===== src/uat_pkg.sv =====
package uat_pkg;
    // Register word indices on the Avalon-MM slave
    localparam logic [2:0] REG_MODE = 3'h0;
    localparam logic [2:0] REG_STA = 3'h1;
    localparam logic [2:0] REG_TX = 3'h2;
    localparam logic [2:0] REG_RX = 3'h3;
    localparam logic [2:0] REG_BRG = 3'h4;
    localparam logic [2:0] REG_IRQ = 3'h5;
    // mode_ctrl_reg fields
    localparam int MODE_EN_BIT = 15;
    localparam int MODE_ALT_BIT = 10;
    localparam int MODE_FMT_LSB = 1;
    localparam int MODE_STOP_BIT = 0;
    // status_ctrl_reg fields
    localparam int STA_TXISEL_BIT = 15;
    localparam int STA_BRK_BIT = 11;
    localparam int STA_TXEN_BIT = 10;
    localparam int STA_RXISEL_LSB = 6;
    // irq flag register fields
    localparam int IRQ_TX_BIT = 0;
    localparam int IRQ_RX_BIT = 1;
    // Reset values
    localparam logic [15:0] MODE_RST = 16'h0000;
    localparam logic [15:0] BRG_RST = 16'h0000;
    // frame_format_sel codes
    localparam logic [1:0] FMT_8N = 2'h0;
    localparam logic [1:0] FMT_8E = 2'h1;
    localparam logic [1:0] FMT_8O = 2'h2;
    localparam logic [1:0] FMT_9N = 2'h3;
    localparam logic [1:0] RXI_THREE_SEL = 2'h2;
    localparam logic [1:0] RXI_FULL_SEL = 2'h3;
    localparam int RXI_THREE_CNT = 3;
    // Bit timing: 16 baud ticks per bit, sample on tick 7
    localparam logic [3:0] SUB_LAST = 4'hf;
    localparam logic [3:0] SAMPLE_PT = 4'h7;
    localparam logic [3:0] FRAME_BASE = 4'ha;

    typedef enum logic [1:0] {RX_IDLE, RX_RUN, RX_BRKWAIT} uat_rxst_t;

    typedef struct packed {
        logic parity_err;
        logic framing_err;
        logic [8:0] data;
    } uat_rxword_t;
endpackage : uat_pkg


===== src/uat_serial.sv =====
// The Avalon-MM slave port and the register offsets were decided locally.
`timescale 1ns/100ps
// Function
// - alt_pin_select one uses alternate pins, zero uses primary pins.
// - Format field picks 8 bits with none/even/odd parity or 9 bits; stop select.
// - After reset the format is 8 data bits, no parity, one stop bit.
// - With tx enabled and no break, a written word moves at once to the shift register if the shifter is idle.
// - Word written while tx disabled starts immediately when tx is enabled.
// - Transmit buffer holds four 9-bit words; tx_buf_full reports full.
// - A write to a full transmit buffer is dropped, contents unchanged.
// - Device reset empties both buffers.
// - Tx flag set per word moved, or only when move leaves buffer empty.
// - Break control forces the transmit output low over everything.
// - Sending a break raises no transmit flag.
// - Reading rx data advances the queue; parity/framing bits follow the head.
// - Receive buffer holds four words; rx_data_avail shows non-empty.
// - Reading an empty receive buffer returns old value, no shift.
// - Rx flag on push: every word, three words, or four words held.
// - Stop with full buffer sets overrun; reception halts until cleared.
// - Framing error if any stop bit low, stored per word.
// - Parity error stored per word when a parity mode is selected.
// - Rx idle is zero from start detect until stop completes.
// - Long break gives a zero word with framing error, then waits for high.
// - Bit rate is clock over sixteen times divider plus one.
// - Transmit output rests high when no frame is sent.
// - Disabling empties buffers, resets baud counter, clears overrun, tx enable and break; irq flags kept.
module uat_serial
    import uat_pkg::*;
#(
    parameter int TXQ_DEPTH = 4,
    parameter int RXQ_DEPTH = 4
) (
    input wire logic clk,
    input wire logic arst_n,
    input wire logic [2:0] avs_address,
    input wire logic avs_read,
    input wire logic avs_write,
    input wire logic [3:0] avs_byteenable,
    input wire logic [31:0] avs_writedata,
    output logic [31:0] avs_readdata,
    output logic avs_waitrequest,
    input wire logic rx_pin,
    input wire logic alt_rx_pin,
    output logic tx_pin,
    output logic alt_tx_pin,
    output logic tx_irq_flag,
    output logic rx_irq_flag
);
    localparam int TCW = $clog2(TXQ_DEPTH + 1);
    localparam int RCW = $clog2(RXQ_DEPTH + 1);

    typedef struct packed {
        logic [2:0] rxS;
        logic rxF;
        logic rxPrev;
        logic [15:0] mode;
        logic [15:0] brg;
        logic txIsel;
        logic brk;
        logic txEn;
        logic [1:0] rxIsel;
        logic rx_overrun_err;
        logic txIrq;
        logic rxIrq;
        logic [15:0] brgCnt;
        logic [TXQ_DEPTH-1:0][8:0] txq;
        logic [TCW-1:0] txCnt;
        logic busy;
        logic [12:0] txSh;
        logic [3:0] txLen;
        logic [3:0] txBit;
        logic [3:0] txSub;
        uat_rxst_t rxSt;
        logic [3:0] rxSub;
        logic [3:0] rxBit;
        logic [12:0] rsr;
        uat_rxword_t [RXQ_DEPTH-1:0] rxq;
        logic [RCW-1:0] rxCnt;
        uat_rxword_t lastRd;
        logic waitr;
        logic [31:0] rdata;
        logic popArm;
        logic txPin;
        logic altTxPin;
    } uat_state_t;

    localparam uat_state_t ST_RST = '{rxS: 3'h7, rxF: 1'b1, rxPrev: 1'b1, mode: MODE_RST,
        brg: BRG_RST, rxSt: RX_IDLE, waitr: 1'b1, txPin: 1'b1, altTxPin: 1'b1, default: '0};

    uat_state_t s_r, s_nxt;
    logic en, alt, nine, par, odd, stop2, tick, txLoad, txIrqEv, commit, rxFall;
    logic rxFinish, rxPush, rxPop, txOut;
    logic [1:0] fmt;
    logic [3:0] len;
    logic [12:0] fr, rv;
    logic [15:0] rdMux;
    logic [8:0] rxData;
    logic ferrNow, perrNow;

    function automatic logic [15:0] merge16(input logic [15:0] old, input logic [31:0] wd,
                                            input logic [3:0] be);
        logic [15:0] m;
        m = {{8{be[1]}}, {8{be[0]}}};
        return (old & ~m) | (wd[15:0] & m);
    endfunction : merge16

    always_comb begin
        s_nxt = s_r;
        en = s_r.mode[MODE_EN_BIT];
        alt = s_r.mode[MODE_ALT_BIT];
        fmt = s_r.mode[MODE_FMT_LSB+:2];
        stop2 = s_r.mode[MODE_STOP_BIT];
        nine = (fmt == FMT_9N);
        par = (fmt == FMT_8E) || (fmt == FMT_8O);
        odd = (fmt == FMT_8O);
        len = FRAME_BASE + {3'h0, par} + {3'h0, nine} + {3'h0, stop2};
        tick = 1'b0;
        txLoad = 1'b0;
        txIrqEv = 1'b0;
        commit = 1'b0;
        rxFinish = 1'b0;
        rxPush = 1'b0;
        rxPop = 1'b0;
        rv = s_r.rsr;
        rxData = '0;
        ferrNow = 1'b0;
        perrNow = 1'b0;
        rdMux = '0;

        // Pin select, then three-stage sync; a level counts once stages two and three agree
        s_nxt.rxS = {s_r.rxS[1:0], alt ? alt_rx_pin : rx_pin};
        if (s_r.rxS[1] == s_r.rxS[2]) begin
            s_nxt.rxF = s_r.rxS[2];
        end
        s_nxt.rxPrev = s_r.rxF;
        rxFall = s_r.rxPrev && !s_r.rxF;

        // Sixteen ticks per bit
        if (s_r.brgCnt >= s_r.brg) begin
            s_nxt.brgCnt = '0;
            tick = en;
        end else begin
            s_nxt.brgCnt = s_r.brgCnt + 16'h1;
        end

        // Frame image, start bit first, stop bits preset high
        fr = '1;
        fr[0] = 1'b0;
        if (nine) begin
            fr[9:1] = s_r.txq[0];
        end else begin
            fr[8:1] = s_r.txq[0][7:0];
            if (par) begin
                fr[9] = ^s_r.txq[0][7:0] ^ odd;
            end
        end

        // Load at once; sub-count restarts so the start bit goes out right away
        if (en && s_r.txEn && !s_r.brk && !s_r.busy && s_r.txCnt != '0) begin
            txLoad = 1'b1;
            s_nxt.busy = 1'b1;
            s_nxt.txSh = fr;
            s_nxt.txLen = len;
            s_nxt.txBit = '0;
            s_nxt.txSub = '0;
            for (int i = 0; i < TXQ_DEPTH - 1; i++) begin
                s_nxt.txq[i] = s_r.txq[i+1];
            end
            s_nxt.txCnt = s_r.txCnt - TCW'(1);
            txIrqEv = !s_r.txIsel || (s_r.txCnt == TCW'(1));
        end else if (s_r.busy && tick) begin
            s_nxt.txSub = s_r.txSub + 4'h1;
            if (s_r.txSub == SUB_LAST) begin
                s_nxt.txSh = {1'b1, s_r.txSh[12:1]};
                s_nxt.txBit = s_r.txBit + 4'h1;
                if (s_r.txBit == s_r.txLen - 4'h1) begin
                    s_nxt.busy = 1'b0;
                end
            end
        end

        // Register read image
        case (avs_address)
            REG_MODE: rdMux = s_r.mode;
            REG_STA: rdMux = {s_r.txIsel, 3'h0, s_r.brk, s_r.txEn,
                              s_r.txCnt == TCW'(TXQ_DEPTH), !s_r.busy,
                              s_r.rxIsel, 1'b0, s_r.rxSt != RX_RUN,
                              s_r.rxCnt != '0 && s_r.rxq[0].parity_err,
                              s_r.rxCnt != '0 && s_r.rxq[0].framing_err,
                              s_r.rx_overrun_err, s_r.rxCnt != '0};
            REG_RX: rdMux = {7'h0, s_r.rxCnt != '0 ? s_r.rxq[0].data : s_r.lastRd.data};
            REG_BRG: rdMux = s_r.brg;
            REG_IRQ: rdMux = {14'h0, s_r.rxIrq, s_r.txIrq};
            default: rdMux = '0;
        endcase

        // Avalon slave: one wait cycle, then the access takes effect
        if ((avs_read || avs_write) && s_r.waitr) begin
            s_nxt.waitr = 1'b0;
            s_nxt.rdata = {16'h0, rdMux};
            s_nxt.popArm = avs_read && avs_address == REG_RX && s_r.rxCnt != '0;
        end else if (!s_r.waitr) begin
            s_nxt.waitr = 1'b1;
            commit = avs_read || avs_write;
            s_nxt.popArm = 1'b0;
        end
        if (commit && avs_write) begin
            case (avs_address)
                REG_MODE: s_nxt.mode = merge16(s_r.mode, avs_writedata, avs_byteenable);
                REG_BRG: s_nxt.brg = merge16(s_r.brg, avs_writedata, avs_byteenable);
                REG_STA: begin
                    if (avs_byteenable[1]) begin
                        s_nxt.txIsel = avs_writedata[STA_TXISEL_BIT];
                        s_nxt.brk = avs_writedata[STA_BRK_BIT];
                        s_nxt.txEn = avs_writedata[STA_TXEN_BIT];
                    end
                    if (avs_byteenable[0]) begin
                        s_nxt.rxIsel = avs_writedata[STA_RXISEL_LSB+:2];
                        s_nxt.rx_overrun_err = s_r.rx_overrun_err && avs_writedata[1];
                    end
                end
                REG_TX: begin
                    if (avs_byteenable[0] && en && s_r.txCnt != TCW'(TXQ_DEPTH)) begin
                        s_nxt.txq[s_nxt.txCnt] = avs_writedata[8:0];
                        s_nxt.txCnt = s_nxt.txCnt + TCW'(1);
                    end
                end
                REG_IRQ: begin
                    if (avs_byteenable[0]) begin
                        s_nxt.txIrq = s_r.txIrq && !avs_writedata[IRQ_TX_BIT];
                        s_nxt.rxIrq = s_r.rxIrq && !avs_writedata[IRQ_RX_BIT];
                    end
                end
                default: ;
            endcase
        end
        if (commit && avs_read && s_r.popArm) begin
            rxPop = 1'b1;
            s_nxt.lastRd = s_r.rxq[0];
            for (int i = 0; i < RXQ_DEPTH - 1; i++) begin
                s_nxt.rxq[i] = s_r.rxq[i+1];
            end
            s_nxt.rxCnt = s_r.rxCnt - RCW'(1);
        end
        // Hardware set wins over a same-cycle software clear
        if (txIrqEv) begin
            s_nxt.txIrq = 1'b1;
        end

        // Receiver
        rv[s_r.rxBit] = s_r.rxF;
        rxData = nine ? rv[9:1] : {1'b0, rv[8:1]};
        ferrNow = !rv[len-4'h1] || (stop2 && !rv[len-4'h2]);
        perrNow = par && (rv[9] != (^rv[8:1] ^ odd));
        case (s_r.rxSt)
            RX_IDLE: begin
                if (en && !s_r.rx_overrun_err && rxFall) begin
                    s_nxt.rxSt = RX_RUN;
                    s_nxt.rxSub = '0;
                    s_nxt.rxBit = '0;
                end
            end
            RX_RUN: begin
                if (tick) begin
                    s_nxt.rxSub = s_r.rxSub + 4'h1;
                    if (s_r.rxSub == SAMPLE_PT) begin
                        s_nxt.rsr = rv;
                        s_nxt.rxBit = s_r.rxBit + 4'h1;
                        if (s_r.rxBit == '0 && s_r.rxF) begin
                            s_nxt.rxSt = RX_IDLE;
                        end else if (s_r.rxBit == len - 4'h1) begin
                            rxFinish = 1'b1;
                            s_nxt.rxSt = (ferrNow && rxData == '0) ? RX_BRKWAIT : RX_IDLE;
                        end
                    end
                end
            end
            RX_BRKWAIT: begin
                if (s_r.rxF) begin
                    s_nxt.rxSt = RX_IDLE;
                end
            end
            default: s_nxt.rxSt = RX_IDLE;
        endcase
        if (rxFinish) begin
            if (s_nxt.rxCnt == RCW'(RXQ_DEPTH)) begin
                s_nxt.rx_overrun_err = 1'b1;
            end else begin
                rxPush = 1'b1;
                s_nxt.rxq[s_nxt.rxCnt] = '{parity_err: perrNow, framing_err: ferrNow, data: rxData};
                s_nxt.rxCnt = s_nxt.rxCnt + RCW'(1);
                case (s_r.rxIsel)
                    // Keeps a same-cycle software clear unless this push sets the flag
                    RXI_THREE_SEL: s_nxt.rxIrq = s_nxt.rxIrq || s_nxt.rxCnt == RCW'(RXI_THREE_CNT);
                    RXI_FULL_SEL: s_nxt.rxIrq = s_nxt.rxIrq || s_nxt.rxCnt == RCW'(RXQ_DEPTH);
                    default: s_nxt.rxIrq = 1'b1;
                endcase
            end
        end

        // Module disabled: drop everything in flight, clear tx enable and break, keep other configuration
        if (!s_nxt.mode[MODE_EN_BIT]) begin
            s_nxt.txCnt = '0;
            s_nxt.rxCnt = '0;
            s_nxt.busy = 1'b0;
            s_nxt.brgCnt = '0;
            s_nxt.rx_overrun_err = 1'b0;
            s_nxt.txEn = 1'b0;
            s_nxt.brk = 1'b0;
            s_nxt.rxSt = RX_IDLE;
        end

        txOut = s_nxt.brk ? 1'b0 : (s_nxt.busy ? s_nxt.txSh[0] : 1'b1);
        s_nxt.txPin = s_nxt.mode[MODE_ALT_BIT] ? 1'b1 : txOut;
        s_nxt.altTxPin = s_nxt.mode[MODE_ALT_BIT] ? txOut : 1'b1;
    end

    always_ff @(posedge clk or negedge arst_n) begin
        if (!arst_n) begin
            s_r <= ST_RST;
        end else begin
            s_r <= s_nxt;
        end
    end

    assign avs_readdata = s_r.rdata;
    assign avs_waitrequest = s_r.waitr;
    assign tx_pin = s_r.txPin;
    assign alt_tx_pin = s_r.altTxPin;
    assign tx_irq_flag = s_r.txIrq;
    assign rx_irq_flag = s_r.rxIrq;
endmodule : uat_serial


===== config.mk =====
export PLATFORM = sky130hd
export DESIGN_NAME = uat_serial
export DESIGN_NICKNAME = d
export VERILOG_FILES = /design/src/uat_pkg.sv /design/src/uat_serial.sv
export SDC_FILE = /design/constraint.sdc
export NUM_CORES = 1
export LEC_CHECK = 0
export ABC_AREA = 1
export BUFFER_PORTS_ARGS = -buffer_cell sky130_fd_sc_hd__buf_2
export CAP_MARGIN = 15
export CELL_PAD_IN_SITES_DETAIL_PLACEMENT = 1
export CELL_PAD_IN_SITES_GLOBAL_PLACEMENT = 2
export CORE_ASPECT_RATIO = 1.4
export CORE_MARGIN = 2
export CORE_UTILIZATION = 40
export DETAILED_ROUTE_END_ITERATION = 6
export PLACE_DENSITY_LB_ADDON = 0.1
export SKIP_LAST_GASP = 1
export SYNTH_ARGS = -nofsm -noshare
export SYNTH_HDL_FRONTEND = slang
export SYNTH_SLANG_ARGS = --single-unit

===== constraint.sdc =====
create_clock -name clk -period 4.35 [get_ports clk]
set_input_delay 0.87 -clock clk [delete_from_list [all_inputs] [get_ports clk]]
set_output_delay 0.87 -clock clk [all_outputs]
set_load 0.005 [all_outputs]

==> flow_metrics.env <==
export IMPL_htree_num_levels=1
export IMPL_port_buffers=47
export IMPL_r2r_slack_ns=1.05
export IMPL_core_rowCount=75
export IMPL_total_power_w=0.00653
export IMPL_cts_root_buf="clkbuf_16"
export IMPL_leakage_nw=6.72
export IMPL_ctsResizeCount=0
export IMPL_post_route_drc_count=0
export IMPL_cts_buffers_inserted=26
export IMPL_hpwl_um=24700
export IMPL_r2r_end="s_r[82]"
export IMPL_fill_cells=3702
export IMPL_path_class="reg2reg"
export IMPL_clkLatencyLatePin_ns=0.54
export IMPL_yosysWarningCount=0
export IMPL_ios=82
export IMPL_post_cts_buffers=0
export IMPL_ys_async_sr_fraction_pct=100
export IMPL_antenna_found_initial=0
export IMPL_fp_dieH_um=211
export IMPL_tns_ns=0
export IMPL_final_period_utilization_pct=75.8
export IMPL_irDropWorstVdd_uv=324
export IMPL_grt_pass1_vias=10600
export IMPL_first_pass_iters=4
export IMPL_end_kind="register"
export IMPL_r2r_cells=14
export IMPL_wl_um=34500
export IMPL_ys_top_cells_by_area="dfrtp_1 44%, nand2_1 15%, o21ai_0 5.7%"
export IMPL_seq_area_um2=5620
export IMPL_power_density_nw_per_um2=483
export IMPL_rsz0062_at_grt="no"
export IMPL_place_inst=1914
export IMPL_syn_inst=1538
export IMPL_timing_hold_ws_ns=0.363
export IMPL_cts_sinks=224
export IMPL_crit_fanout=7
export IMPL_wl_per_cell_um=17.6
export IMPL_clock_path_buffers=3
export IMPL_floorplan_core_area_um2=30000
export IMPL_track_usage_pct=22.0
export IMPL_yosys_area_top_type="dfrtp_1"
export IMPL_crit_chain="inv_1 > ha_1 > nand3_1 > o21ai_0 > inv_1 > ha_1 > xnor2_1 > xnor2_1 > nor2_1 > nor2_1 > nand2_1 > nand2_1 > nand2_1 > nand2_1"
export IMPL_synth_edf_count=0
export IMPL_cp_data_required_time_ns=4.83
export IMPL_critPathMostFrequentCell="nand2_1"
export IMPL_critPathBufInv=2
export IMPL_min_delay_path_depth=0
export IMPL_min_to="s_nxt[242]"
export IMPL_avgSynthCellArea_um2=7.96
export IMPL_grt_first_pass_wirelength_um=56800
export IMPL_die_w_um=152
export IMPL_multiInputGateArea_um2=5570
export IMPL_outcome="complete, no violations"
export IMPL_fin_nets=1650
export IMPL_hold_class="reg2reg"
export IMPL_detail_route_antenna_nets=0
export IMPL_vias=9944
export IMPL_die_area_um2=32000
export IMPL_start_kind="register"
export IMPL_cts_hold_buf=0
export IMPL_instances_no_fill=1961
export IMPL_gp_congestion=0.770
export IMPL_cpMaxStageDelayCell="o21ai_0"
export IMPL_drt_initial_drc_count=359
export IMPL_slew_viol_final=0
export IMPL_initial_utilization_pct=40.8
export IMPL_tightest_slew_ns=1.02
export IMPL_ys_flop_type="dfrtp_1"
export IMPL_n_antenna_cell=0
export IMPL_areaGrowthSynthToFinish_pct=10.5
export IMPL_design_area_um2=13500
export IMPL_grt_max_degree=118
export IMPL_place_area_um2=12600
export IMPL_avgViaCountPerCell=5.07
export IMPL_maxSlewHeadroom_pct=32.2
export IMPL_crit_family="simple AND/OR/NAND/NOR gates"
export IMPL_ys_seq_elements=224
export IMPL_period_needed_ns=3.30
export IMPL_worstReg2RegStart="s_r[108]"
export IMPL_netlist_area_um2=12200
export IMPL_fmax_mhz=303
export IMPL_critical_path_max_stage_delay_ns=0.50
export IMPL_hp_start="s_nxt[241]"
export IMPL_hold_viol_final=0
export IMPL_drive_above_1_share_pct=11.4
export IMPL_netlist_area_leader_share_pct=44.2
export IMPL_clkTransAtPathRegs_ns=0.06
export IMPL_finClkSkew_ns=0.0161
export IMPL_grt_remaining_overflow=0
export IMPL_cts_tree="done"
export IMPL_worstPathArrival_ns=3.77
export IMPL_synth_cell_type_count=57
export IMPL_final_cell_mix="486 x nand2_1, 216 x dfrtp_1, 146 x inv_1"
export IMPL_final_common_cell="nand2_1"
export IMPL_maxCapViolCount=0
export IMPL_yosysSeqAreaShare_pct=45.9
export IMPL_setup_viol=0
## kinds of logic (layout without fill, tap and decap cells)
logic type,Yosys count,count (layout),synth area share (%)
AO/OA/AOI/OAI,285,285,13.1
buffers and inverters,247,270,9.13
adder cells (fa/ha/maj),49,49,5.05
AND/OR/NAND/NOR,697,697,24.1
XOR/XNOR,32,32,2.44
other,1,16,0.0306
multiplexers,3,3,0.266
flip-flops,224,224,45.9
## how the worst max path moves through the flow
stage	start	to	slack (ns)	cells past startpoint
2_1_floorplan	register	s_r[88]	1.60	15
3_3_place_gp	register	s_r[89]	1.07	14
3_5_place_dp	avs_read	s_r[92]	0.97	9
4_1_cts	s_r[108]	s_r[82]	1.0	14
5_1_grt	s_r[108]	s_r[82]	0.76	14
6_report	s_r[108]	s_r[82]	1.05	14
## cells in the mapped netlist (2+ instances only)
master / count
o211ai_1: 5
dfrtp_1: 216
nor2_1: 89
nand3_4: 4
a21oi_1: 53
o21a_1: 2
inv_2: 14
clkbuf_1: 25
nand2_2: 4
buf_1: 5
o21ai_0: 140
a221oi_1: 5
nor2_2: 4
nand4_1: 15
ha_1: 47
buf_6: 4
nand3_1: 67
o21bai_1: 2
o21ai_2: 15
nor3_1: 8
xnor2_1: 14
nor2_4: 3
buf_2: 13
clkinv_1: 2
buf_4: 37
dfstp_2: 8
o21ai_1: 45
xor2_1: 17
inv_1: 146
nand2_4: 4
a22o_1: 3
mux2_2: 2
a31oi_2: 4
a21oi_2: 2
nand2_1: 486
nor3_2: 2
nor3b_1: 2
o22ai_1: 2
nand3_2: 4
## layout make-up
cell class              count  area share [%]
well taps                 385            3.56
clock buffers              33            5.31
clock inverters            14            1.16
flip-flops and latches    224            41.5
multi-input cells        1082            41.2
inverters                 163            4.56
repair buffers             60            2.72
## routing by layer
metal	GRT usage [%]	routed length (um)
met4	6.90	928
met5	0	0
met3	2.24	863
met1	27.0	14600
met2	40.7	18200
## power breakdown
| part | switching, W | total (W) | internal [W] |
|---|---|---|---|
| clock | 0.000913 | 0.00226 | 0.00135 |
| combinational | 0.00100 | 0.00158 | 0.000574 |
| sequential | 0.000257 | 0.00270 | 0.00244 |
| total | 0.00217 | 0.00653 | 0.00436 |
## stage by stage
step	setup slack [ns]	utilization [%]
finish	1.05	45.0
global route	0.755	45.0
CTS	0.998	45.0
detailed placement	0.965	42.1
global placement	1.07	42.1
floorplan	1.60	-
Note: power is estimated with default switching activity, not from simulation.
